<file path="config.mk">
export PLATFORM = sky130hd
export DESIGN_NAME = dsw_decode
export DESIGN_NICKNAME = d
export VERILOG_FILES = /design/src/dsw_pkg.sv /design/src/dsw_range.sv /design/src/dsw_wo_reg.sv /design/src/dsw_decode.sv
export SDC_FILE = /design/constraint.sdc
export NUM_CORES = 1
export LEC_CHECK = 0
export BUFFER_PORTS_ARGS = -buffer_cell sky130_fd_sc_hd__buf_4
export CAP_MARGIN = 20
export CORE_MARGIN = 3
export CORE_UTILIZATION = 50
export CTS_BUF_LIST = sky130_fd_sc_hd__clkbuf_4
export DETAILED_ROUTE_END_ITERATION = 10
export PLACE_DENSITY_LB_ADDON = 0.12
export SLEW_MARGIN = 15
export SYNTH_ARGS = -nofsm -noshare
export SYNTH_HDL_FRONTEND = slang
export SYNTH_SLANG_ARGS = --single-unit
</file>
<file path="constraint.sdc">
create_clock -name CLK_I -period 1.55 [get_ports CLK_I]
set_input_delay 0.0775 -clock CLK_I [delete_from_list [all_inputs] [get_ports CLK_I]]
set_output_delay 0.0775 -clock CLK_I [all_outputs]
set_load 0.05 [all_outputs]
</file>
<file path="src/dsw_pkg.sv">
// data-space window and bank decode: shared constants
// assumes an 8-bit data space and a 12-bit program memory address
package dsw_pkg;

  // ----------------------------------------------------------------
  // widths
  // ----------------------------------------------------------------
  localparam int unsigned ADDR_W    = 8;
  localparam int unsigned DATA_W    = 8;
  localparam int unsigned OFS_W     = 6;   // offset inside one 64-byte window or bank
  localparam int unsigned WIN_W     = 6;   // window position field, bits 5..0
  localparam int unsigned PM_ADDR_W = WIN_W + OFS_W;

  // ----------------------------------------------------------------
  // data-space address map
  // ----------------------------------------------------------------
  localparam logic [7:0] BANK_LO    = 8'h00;
  localparam logic [7:0] BANK_HI    = 8'h3F;
  localparam logic [7:0] WIN_LO     = 8'h40;
  localparam logic [7:0] WIN_HI     = 8'h7F;
  localparam logic [7:0] RAM_LO     = 8'h84;  // 60 bytes of base ram
  localparam logic [7:0] RAM_HI     = 8'hBF;
  localparam logic [7:0] PDATA_A    = 8'hC0;
  localparam logic [7:0] PDATA_B    = 8'hC1;
  localparam logic [7:0] PDATA_C    = 8'hC3;
  localparam logic [7:0] PDIR_A     = 8'hC4;
  localparam logic [7:0] PDIR_B     = 8'hC5;
  localparam logic [7:0] PDIR_C     = 8'hC6;
  localparam logic [7:0] RSVD_C7    = 8'hC7;
  localparam logic [7:0] INT_OPTION = 8'hC8;
  localparam logic [7:0] ROM_WINDOW_POSITION = 8'hC9;
  localparam logic [7:0] PAGE_BANK_SELECT    = 8'hCB;
  localparam logic [7:0] TIMER_LO   = 8'hD2;  // prescaler, counter, status per timer
  localparam logic [7:0] TIMER_HI   = 8'hD7;
  localparam logic [7:0] WATCHDOG   = 8'hD8;

  // ----------------------------------------------------------------
  // register fields
  // ----------------------------------------------------------------
  localparam logic [7:0] WIN_MASK      = 8'h3F;  // bits 7,6 unused
  localparam logic [7:0] BANK_MASK     = 8'h1B;  // bits 7..5 and 2 unused
  localparam int unsigned SEL_EEPROM_PAGE0 = 0;
  localparam int unsigned SEL_EEPROM_PAGE1 = 1;
  localparam int unsigned SEL_RAM_PAGE1    = 3;
  localparam int unsigned SEL_RAM_PAGE2    = 4;
  localparam logic [7:0] BANK_NONE     = 8'h00;
  localparam logic [7:0] BANK_EE0      = 8'h01;
  localparam logic [7:0] BANK_EE1      = 8'h02;
  localparam logic [7:0] BANK_RAM1_NA  = 8'h08;
  localparam logic [7:0] BANK_RAM2     = 8'h10;

endpackage : dsw_pkg

</file>
<file path="src/dsw_range.sv">
// address range compare for the data-space decoder
// assumes lo <= hi and both fit the address width
`timescale 1ns/100ps
`default_nettype none
module dsw_range #(
  parameter int unsigned    AW = 8,
  parameter logic [AW-1:0]  LO = '0,
  parameter logic [AW-1:0]  HI = '0
) (
  input  wire logic [AW-1:0] addr_i,
  output logic               hit_o
);

  initial begin
    if (LO > HI) $error("dsw_range: LO above HI");
  end

  // inclusive bounds on both ends
  assign hit_o = (addr_i >= LO) && (addr_i <= HI);

endmodule : dsw_range
`default_nettype wire

</file>
<file path="src/dsw_wo_reg.sv">
// write-only register that is not cleared by reset
// assumes the write strobe is a one-cycle pulse from the decoder
`timescale 1ns/100ps
`default_nettype none
module dsw_wo_reg #(
  parameter int unsigned  W    = 8,
  parameter logic [W-1:0] MASK = '1
) (
  input  wire logic         clk_i,
  input  wire logic         rstn_i,
  input  wire logic         wr_i,
  input  wire logic [W-1:0] data_i,
  output logic      [W-1:0] value_o,
  output logic              written_o
);

  logic [W-1:0] value;
  logic [W-1:0] next_value;
  logic         written;
  logic         next_written;

  // ----------------------------------------------------------------
  // next values
  // ----------------------------------------------------------------
  always_comb begin
    next_value   = wr_i ? (data_i & MASK) : value;  // unused bits store zero
    next_written = written | wr_i;
  end

  // contents survive reset on purpose; only the written flag clears
  always_ff @(posedge clk_i) begin
    value <= next_value;
  end

  always_ff @(posedge clk_i or negedge rstn_i) begin
    if (!rstn_i) begin
      written <= 1'b0;
    end else begin
      written <= next_written;
    end
  end

  assign value_o   = value;
  assign written_o = written;

endmodule : dsw_wo_reg
`default_nettype wire

</file>
<file path="src/dsw_decode.sv">
// data-space decoder: read-only window onto program memory, banked page
// select for the low 64 bytes, and base ram / peripheral address decode
// assumes the core presents one access per cycle with RD_I or WR_I high
//
// Functional notes
// - Reads at 40h..7Fh go to program memory as a read-only window.
// - Window address is position register above the low six address bits.
// - Position bits 5..0 move the window in 64-byte steps; bits 7,6 unused.
// - Position register survives reset; software writes it before window reads.
// - Bank select at CBh is write-only; bits 4,3,1,0 pick pages.
// - Accesses at 00h..3Fh reach the selected bank at the same offset.
// - Codes: 00h none, 01h/02h eeprom pages, 10h ram2, 08h unavailable.
// - Bank select survives initialization; software writes it before bank use.
// - Bank select keeps its value across interrupts and calls.
// - Base ram of 60 bytes plus one ram and two eeprom banks.
// - Port data at C0h,C1h,C3h, direction at C4h..C6h, C7h reserved.
// - Timer registers at D2h..D7h, watchdog register at D8h.
// - C8h, C9h and CBh are write-only locations.
// - Eeprom bytes read and write directly at banked addresses.
`timescale 1ns/100ps
`default_nettype none
module dsw_decode #(
  parameter int unsigned ADDR_W = dsw_pkg::ADDR_W,
  parameter int unsigned DATA_W = dsw_pkg::DATA_W
) (
  input  wire logic                        CLK_I,
  input  wire logic                        RSTN_I,
  input  wire logic                        RD_I,
  input  wire logic                        WR_I,
  input  wire logic [ADDR_W-1:0]           ADDR_I,
  input  wire logic [DATA_W-1:0]           WDATA_I,
  output logic                             PM_RD_O,
  output logic      [dsw_pkg::PM_ADDR_W-1:0] PM_ADDR_O,
  output logic      [2:0]                  BANK_SEL_O,
  output logic                             BANK_RD_O,
  output logic                             BANK_WR_O,
  output logic      [dsw_pkg::OFS_W-1:0]   OFS_O,
  output logic      [DATA_W-1:0]           WDATA_O,
  output logic                             BASE_RAM_O,
  output logic      [2:0]                  PORT_DATA_O,
  output logic      [2:0]                  PORT_DIR_O,
  output logic      [5:0]                  TIMER_O,
  output logic                             WATCHDOG_O,
  output logic                             INT_OPTION_WR_O,
  output logic                             WO_READ_O,
  output logic                             BANK_MULTI_O,
  output logic                             WIN_VALID_O,
  output logic                             BANK_VALID_O
);

  initial begin
    if (ADDR_W != 8 || DATA_W != 8) $error("dsw_decode: only an 8-bit data space is served");
  end

  // ----------------------------------------------------------------
  // address ranges
  // ----------------------------------------------------------------
  logic in_bank;
  logic in_win;
  logic in_ram;
  logic in_timer;

  dsw_range #(.AW(8), .LO(dsw_pkg::BANK_LO), .HI(dsw_pkg::BANK_HI)) u_bank_rng (
    .addr_i (ADDR_I),
    .hit_o  (in_bank)
  );
  dsw_range #(.AW(8), .LO(dsw_pkg::WIN_LO), .HI(dsw_pkg::WIN_HI)) u_win_rng (
    .addr_i (ADDR_I),
    .hit_o  (in_win)
  );
  dsw_range #(.AW(8), .LO(dsw_pkg::RAM_LO), .HI(dsw_pkg::RAM_HI)) u_ram_rng (
    .addr_i (ADDR_I),
    .hit_o  (in_ram)
  );
  dsw_range #(.AW(8), .LO(dsw_pkg::TIMER_LO), .HI(dsw_pkg::TIMER_HI)) u_tim_rng (
    .addr_i (ADDR_I),
    .hit_o  (in_timer)
  );

  // ----------------------------------------------------------------
  // write-only registers
  // ----------------------------------------------------------------
  logic       acc;
  logic       win_wr;
  logic       bank_wr;
  logic [7:0] rom_window_position;
  logic [7:0] page_bank_select;

  assign acc     = RD_I | WR_I;
  assign win_wr  = WR_I && (ADDR_I == dsw_pkg::ROM_WINDOW_POSITION);
  assign bank_wr = WR_I && (ADDR_I == dsw_pkg::PAGE_BANK_SELECT);

  // no reset on contents: both hold whatever was last written
  dsw_wo_reg #(.W(8), .MASK(dsw_pkg::WIN_MASK)) u_win_reg (
    .clk_i     (CLK_I),
    .rstn_i    (RSTN_I),
    .wr_i      (win_wr),
    .data_i    (WDATA_I),
    .value_o   (rom_window_position),
    .written_o (WIN_VALID_O)
  );
  dsw_wo_reg #(.W(8), .MASK(dsw_pkg::BANK_MASK)) u_bank_reg (
    .clk_i     (CLK_I),
    .rstn_i    (RSTN_I),
    .wr_i      (bank_wr),
    .data_i    (WDATA_I),
    .value_o   (page_bank_select),
    .written_o (BANK_VALID_O)
  );

  logic [5:0] window_upper_bits;
  logic       sel_eeprom_page0;
  logic       sel_eeprom_page1;
  logic       sel_ram_page1;
  logic       sel_ram_page2;

  // field split; ram page 1 decodes but has no page behind it
  assign window_upper_bits = rom_window_position[dsw_pkg::WIN_W-1:0];
  assign sel_eeprom_page0  = page_bank_select[dsw_pkg::SEL_EEPROM_PAGE0];
  assign sel_eeprom_page1  = page_bank_select[dsw_pkg::SEL_EEPROM_PAGE1];
  assign sel_ram_page1     = page_bank_select[dsw_pkg::SEL_RAM_PAGE1];
  assign sel_ram_page2     = page_bank_select[dsw_pkg::SEL_RAM_PAGE2];

  // ----------------------------------------------------------------
  // decode stage
  // ----------------------------------------------------------------
  logic [11:0] pm_addr;
  logic [11:0] next_pm_addr;
  logic        pm_rd;
  logic        next_pm_rd;
  logic [2:0]  bank_sel;
  logic [2:0]  next_bank_sel;
  logic        bank_rd;
  logic        next_bank_rd;
  logic        bank_wr_q;
  logic        next_bank_wr;
  logic [5:0]  ofs;
  logic [5:0]  next_ofs;
  logic [7:0]  wdata;
  logic [7:0]  next_wdata;
  logic        base_ram;
  logic        next_base_ram;
  logic [2:0]  port_data;
  logic [2:0]  next_port_data;
  logic [2:0]  port_dir;
  logic [2:0]  next_port_dir;
  logic [5:0]  timer;
  logic [5:0]  next_timer;
  logic        wdog;
  logic        next_wdog;
  logic        intopt_wr;
  logic        next_intopt_wr;
  logic        wo_read;
  logic        next_wo_read;
  logic        multi;
  logic        next_multi;
  logic        wo_addr;
  logic [7:0]  tim_idx;

  // every strobe is one cycle wide and follows its access by one edge;
  // a register written at edge n is already used for the access at n+1
  always_comb begin
    tim_idx        = ADDR_I - dsw_pkg::TIMER_LO;
    wo_addr        = (ADDR_I == dsw_pkg::INT_OPTION) || (ADDR_I == dsw_pkg::ROM_WINDOW_POSITION) ||
                     (ADDR_I == dsw_pkg::PAGE_BANK_SELECT);
    next_pm_rd     = RD_I && in_win;
    next_pm_addr   = {window_upper_bits, ADDR_I[dsw_pkg::OFS_W-1:0]};
    next_ofs       = ADDR_I[dsw_pkg::OFS_W-1:0];
    next_wdata     = WDATA_I;
    next_bank_rd   = RD_I && in_bank;
    next_bank_wr   = WR_I && in_bank;
    // several set bits drive several pages at once, as the hardware would
    next_bank_sel  = (acc && in_bank) ? {sel_ram_page2, sel_eeprom_page1, sel_eeprom_page0} : 3'h0;
    next_multi     = acc && in_bank &&
                     ($countones({sel_ram_page2, sel_ram_page1, sel_eeprom_page1, sel_eeprom_page0}) > 1);
    next_base_ram  = acc && in_ram;
    next_port_data = 3'h0;
    next_port_dir  = 3'h0;
    next_timer     = 6'h0;
    next_wdog      = acc && (ADDR_I == dsw_pkg::WATCHDOG);
    if (acc) begin
      next_port_data[0] = (ADDR_I == dsw_pkg::PDATA_A);
      next_port_data[1] = (ADDR_I == dsw_pkg::PDATA_B);
      next_port_data[2] = (ADDR_I == dsw_pkg::PDATA_C);
      next_port_dir[0]  = (ADDR_I == dsw_pkg::PDIR_A);
      next_port_dir[1]  = (ADDR_I == dsw_pkg::PDIR_B);
      next_port_dir[2]  = (ADDR_I == dsw_pkg::PDIR_C);
      if (in_timer) begin
        next_timer[tim_idx[2:0]] = 1'b1;
      end
    end
    next_intopt_wr = WR_I && (ADDR_I == dsw_pkg::INT_OPTION);
    // reads of write-only cells return nothing useful; flag them instead
    next_wo_read   = RD_I && wo_addr;
  end

  always_ff @(posedge CLK_I or negedge RSTN_I) begin
    if (!RSTN_I) begin
      pm_rd     <= 1'b0;
      pm_addr   <= 12'h000;
      bank_sel  <= 3'h0;
      bank_rd   <= 1'b0;
      bank_wr_q <= 1'b0;
      ofs       <= 6'h00;
      wdata     <= 8'h00;
      base_ram  <= 1'b0;
      port_data <= 3'h0;
      port_dir  <= 3'h0;
      timer     <= 6'h00;
      wdog      <= 1'b0;
      intopt_wr <= 1'b0;
      wo_read   <= 1'b0;
      multi     <= 1'b0;
    end else begin
      pm_rd     <= next_pm_rd;
      pm_addr   <= next_pm_addr;
      bank_sel  <= next_bank_sel;
      bank_rd   <= next_bank_rd;
      bank_wr_q <= next_bank_wr;
      ofs       <= next_ofs;
      wdata     <= next_wdata;
      base_ram  <= next_base_ram;
      port_data <= next_port_data;
      port_dir  <= next_port_dir;
      timer     <= next_timer;
      wdog      <= next_wdog;
      intopt_wr <= next_intopt_wr;
      wo_read   <= next_wo_read;
      multi     <= next_multi;
    end
  end

  // ----------------------------------------------------------------
  // outputs
  // ----------------------------------------------------------------
  assign PM_RD_O         = pm_rd;
  assign PM_ADDR_O       = pm_addr;
  assign BANK_SEL_O      = bank_sel;
  assign BANK_RD_O       = bank_rd;
  assign BANK_WR_O       = bank_wr_q;
  assign OFS_O           = ofs;
  assign WDATA_O         = wdata;
  assign BASE_RAM_O      = base_ram;
  assign PORT_DATA_O     = port_data;
  assign PORT_DIR_O      = port_dir;
  assign TIMER_O         = timer;
  assign WATCHDOG_O      = wdog;
  assign INT_OPTION_WR_O = intopt_wr;
  assign WO_READ_O       = wo_read;
  assign BANK_MULTI_O    = multi;

  // ----------------------------------------------------------------
  // checks
  // ----------------------------------------------------------------
  a_win_read_addr: assert property (@(posedge CLK_I) disable iff (!RSTN_I)
    (RD_I && ADDR_I[7:6] == 2'b01) |=>
      (PM_RD_O && PM_ADDR_O == {$past(rom_window_position[5:0]), $past(ADDR_I[5:0])}))
    else $error("window read address wrong");

  a_win_no_write: assert property (@(posedge CLK_I) disable iff (!RSTN_I)
    (WR_I && !RD_I && ADDR_I[7:6] == 2'b01) |=> !PM_RD_O)
    else $error("write reached program memory");

  a_win_step_64: assert property (@(posedge CLK_I) disable iff (!RSTN_I)
    (WR_I && ADDR_I == 8'hC9) ##1 (RD_I && ADDR_I == 8'h40) |=>
      (PM_ADDR_O == {$past(WDATA_I[5:0], 2), 6'h00}))
    else $error("window position not applied to next read");

  a_bank_hold: assert property (@(posedge CLK_I) disable iff (!RSTN_I)
    (BANK_VALID_O && !(WR_I && ADDR_I == 8'hCB)) |=> $stable(page_bank_select))
    else $error("bank select changed without a write");

  a_win_hold: assert property (@(posedge CLK_I) disable iff (!RSTN_I)
    (WIN_VALID_O && !(WR_I && ADDR_I == 8'hC9)) |=> $stable(rom_window_position))
    else $error("window position changed without a write");

  a_bank_route: assert property (@(posedge CLK_I) disable iff (!RSTN_I)
    (acc && ADDR_I <= 8'h3F && page_bank_select == 8'h01) |=>
      (BANK_SEL_O == 3'b001 && OFS_O == $past(ADDR_I[5:0]))
      ##1 (BANK_SEL_O == 3'b000 || $past(acc && ADDR_I <= 8'h3F)))
    else $error("eeprom page 0 not routed");

  a_bank_unavail: assert property (@(posedge CLK_I) disable iff (!RSTN_I)
    (acc && ADDR_I <= 8'h3F && (page_bank_select == 8'h08 || page_bank_select == 8'h00))
      |=> (BANK_SEL_O == 3'b000 && !BANK_MULTI_O))
    else $error("page selected for empty or unavailable code");

  a_port_map: assert property (@(posedge CLK_I) disable iff (!RSTN_I)
    (acc && ADDR_I == 8'hC7) |=> (PORT_DATA_O == 3'h0 && PORT_DIR_O == 3'h0))
    else $error("reserved address decoded as a port");

  a_timer_map: assert property (@(posedge CLK_I) disable iff (!RSTN_I)
    (acc && ADDR_I == 8'hD7) |=> (TIMER_O == 6'h20 && !WATCHDOG_O))
    else $error("timer 2 status not decoded");

  a_wo_read_flag: assert property (@(posedge CLK_I) disable iff (!RSTN_I)
    (RD_I && (ADDR_I == 8'hC8 || ADDR_I == 8'hC9 || ADDR_I == 8'hCB)) |=>
      (WO_READ_O && !PM_RD_O && BANK_SEL_O == 3'h0))
    else $error("read of write-only cell not flagged");

  a_base_ram: assert property (@(posedge CLK_I) disable iff (!RSTN_I)
    (acc && (ADDR_I == 8'h83 || ADDR_I == 8'hC0)) |=> !BASE_RAM_O)
    else $error("base ram decoded outside its 60 bytes");

endmodule : dsw_decode
`default_nettype wire

</file>
==> results_dict.tcl <==
set metrics [dict create \
    cpPeakStageDelay_ns 0.54 \
    p_total_uw 2470 \
    synth-adder-area-share_pct 1.07 \
    slew_viol_final 0 \
    cts_made_buffers 5 \
    coreArea_um2 3470 \
    fillers 244 \
    synthTopCellsByCount "45 x dfrtp_1, 10 x edfxtp_1, 10 x nor4_1" \
    synth_compound_area_share_pct 1.60 \
    final.setup.tns_ns 0 \
    path_max_fanout 6 \
    grt_overflow 0 \
    fmax_ghz 0.744 \
    end_kind "flip-flop" \
    fin_skew_ns 0.000833 \
    min_period_ns 1.34 \
    final_cells 247 \
    path_cells "dlygate4sd3_1, buf_4, nand3b_1, nor3_1, buf_4" \
    synth_top_family_by_area "simple AND/OR/NAND/NOR gates" \
    wl_per_cell_um 15.3 \
    first_pass_iters 4 \
    floorplan.initialDensity_pct 54.0 \
    synth_edf_count 10 \
    clock_latency_ns 0.37 \
    cts_tree "yes" \
    required_ns 1.65 \
    async_flop_share_pct 81.8 \
    crit_type "in -> reg" \
    clk_path_buf_depth 2 \
    clkTransAtPathRegs_ns 0.14 \
    port_buffers 70 \
    synth-simple-area-share_pct 16.1 \
    fin_util_pct 76.7 \
    clock-sinks 55 \
    grt.total_usage_pct 18.8 \
    dieWidth_um 67.2 \
    synth_area_leaders "dfrtp_1 60%, edfxtp_1 16%, nor4_1 3.3%, nor4_2 3.3%, buf_4 2.4%" \
    dp_hpwl_um 2540 \
    pin_count 71 \
    layout.nets 221 \
    synth_cells 109 \
    ant_nets 0 \
    area_delta_synth_final_pct 42.0 \
    synth_ff_type "dfrtp_1" \
    drive_above_1_share_pct 45.8 \
    status "finished clean" \
    worst_pin_slew_ns 0.537 \
    synth.area.mux_share_pct 0 \
    period_share_pct 86.7 \
    worst_setup_path_start_kind "input port" \
    multiInputGateArea_um2 352 \
    drc 0 \
    syn-num-nets 130 \
    power.leakage_uw 0.00123 \
    diodes 0 \
    vdd_drop_max_mv 0.738 \
    arrival_ns 1.45 \
    crit_top_cell "buf_4" \
    grt_max_degree 46 \
    synth_top_area_cell "dfrtp_1" \
    hold_class "in -> reg" \
    grt_pass1_wl_um 5910 \
    yosysUniqueCellTypes 21 \
    slew_headroom_pct 64.2 \
    power_density_nw_per_um2 930 \
    synth-seq-cells 55 \
    yosys.area.top_type_share_pct 60.1 \
    placed_cells 219 \
    avgSynthCellArea_um2 17.2 \
    syn_area_um2 1870 \
    yosysWarnings 0 \
    row_count 21 \
    hold_ws_ns 0.159 \
    regArea_um2 1430 \
    drt-vias-per-instance 4.97 \
    rsz0062_at_grt "no" \
    antenna_found_initial 0 \
    dieArea_um2 4520 \
    synth-xor-area-share_pct 0 \
    cts-root-buf "clkbuf_4" \
    maxCapViolCount 0 \
    h-tree-depth 2 \
    yosysSeqAreaShare_pct 76.2 \
    crit_slowest_cell "dlygate4sd3_1" \
    yosysMostFrequentCell "dfrtp_1" \
    drt-total-wl_um 3780 \
    die_h_um 67.2 \
    vias 1227 \
    drtIter0Drc 43 \
    hold_viol 0 \
    grt_pass1_vias 1276 \
    gp_congestion 0.750 \
    setup_violations 0 \
]
-- cell families (layout without fill, tap and decap cells) --
| kind of cell | Yosys count | count (layout) |
|---|---|---|
| fa+ha+maj | 1 | 1 |
| buf+inv | 13 | 105 |
| flops | 55 | 55 |
| simple gates | 37 | 37 |
| compound gates | 3 | 3 |
-- final cells by class --
class | instances | share of cell area (%)
Clock buffer | 6 | 1.69
Clock inverter | 2 | 0.470
Inverter | 3 | 0.423
Multi-Input combinational cell | 41 | 13.2
Sequential cell | 55 | 53.6
Tap cell | 46 | 2.16
Timing Repair Buffer | 94 | 28.4
-- stage by stage --
step | setup WS, ns | instance area (um2)
after CTS | 0.201 | 2660
after global routing | 0.160 | 2660
after global placement | 0.323 | 2400
final | 0.206 | 2660
after detailed placement | 0.210 | 2400
after floorplan | 0.195 | 1870
-- worst paths after layout --
| kind | start | slack (ns) | cells past startpoint | endpoint |
|---|---|---|---|---|
| max | ADDR_I[2] | 0.21 | 5 | u_win_reg.value_o[0] |
| min | WR_I | 0.16 | 3 | u_bank_reg.written_o |
| max reg2reg | u_bank_reg.value_o[0] | 0.22 | 3 | BANK_MULTI_O |
| min reg2reg | u_win_reg.value_o[0] | 0.37 | 0 | PM_ADDR_O[6] |
| max in group asynchronous | RSTN_I | 0.96 | 2 | PORT_DATA_O[2] |
| min in group asynchronous | RSTN_I | 0.22 | 2 | PM_ADDR_O[11] |
-- critical path: cells and delay by family --
| kind | cells | cell delay [ns] |
|---|---|---|
| AND/OR/NAND/NOR | 2 | 0.48 |
| buffers and inverters | 3 | 0.88 |
-- layer usage --
layer	vias to the layer above	routed length, um	GRT usage, %
met3	6	335	6.66
met4	0	61	7.59
li1	567	-	-
met2	58	1980	32.5
met5	-	0	0
met1	596	1410	21.3
-- cells in the final DEF (no fill, tap or decap), types with 2 or more instances in the layout --
cell	instances
dlygate4sd3_1	20
nor4_1	10
dfrtp_1	45
inv_1	3
o31ai_2	2
clkbuf_4	6
nor4b_1	5
nor4_2	5
nor3b_1	2
nor3_1	4
edfxtp_1	10
buf_4	74
or2_1	2
nand2b_1	4
-- registers in the layout, indices dropped and copies added (netlist names), 3 cells and up --
name                count
OFS_O                   5
TIMER_O                 6
PORT_DIR_O              3
u_bank_reg.value_o      4
u_win_reg.value_o       6
PORT_DATA_O             3
BANK_SEL_O              3
WDATA_O                 8
PM_ADDR_O               7
-- where the power goes --
group          switching (uW)  internal [uW]
Combinational             234            127
Sequential               9.08           1500
Clock                     412            193
-- repair_timing --
| action | CTS | global route |
|---|---|---|
| setup buffers | 0 | 0 |
| resized for setup | 0 | 0 |
| hold endpoints to repair | 79 | 0 |
| hold buffers | 20 | 0 |
| endpoints found under the setup margin | 0 | 0 |
No activity file was read; power rests on OpenSTA's default activity.
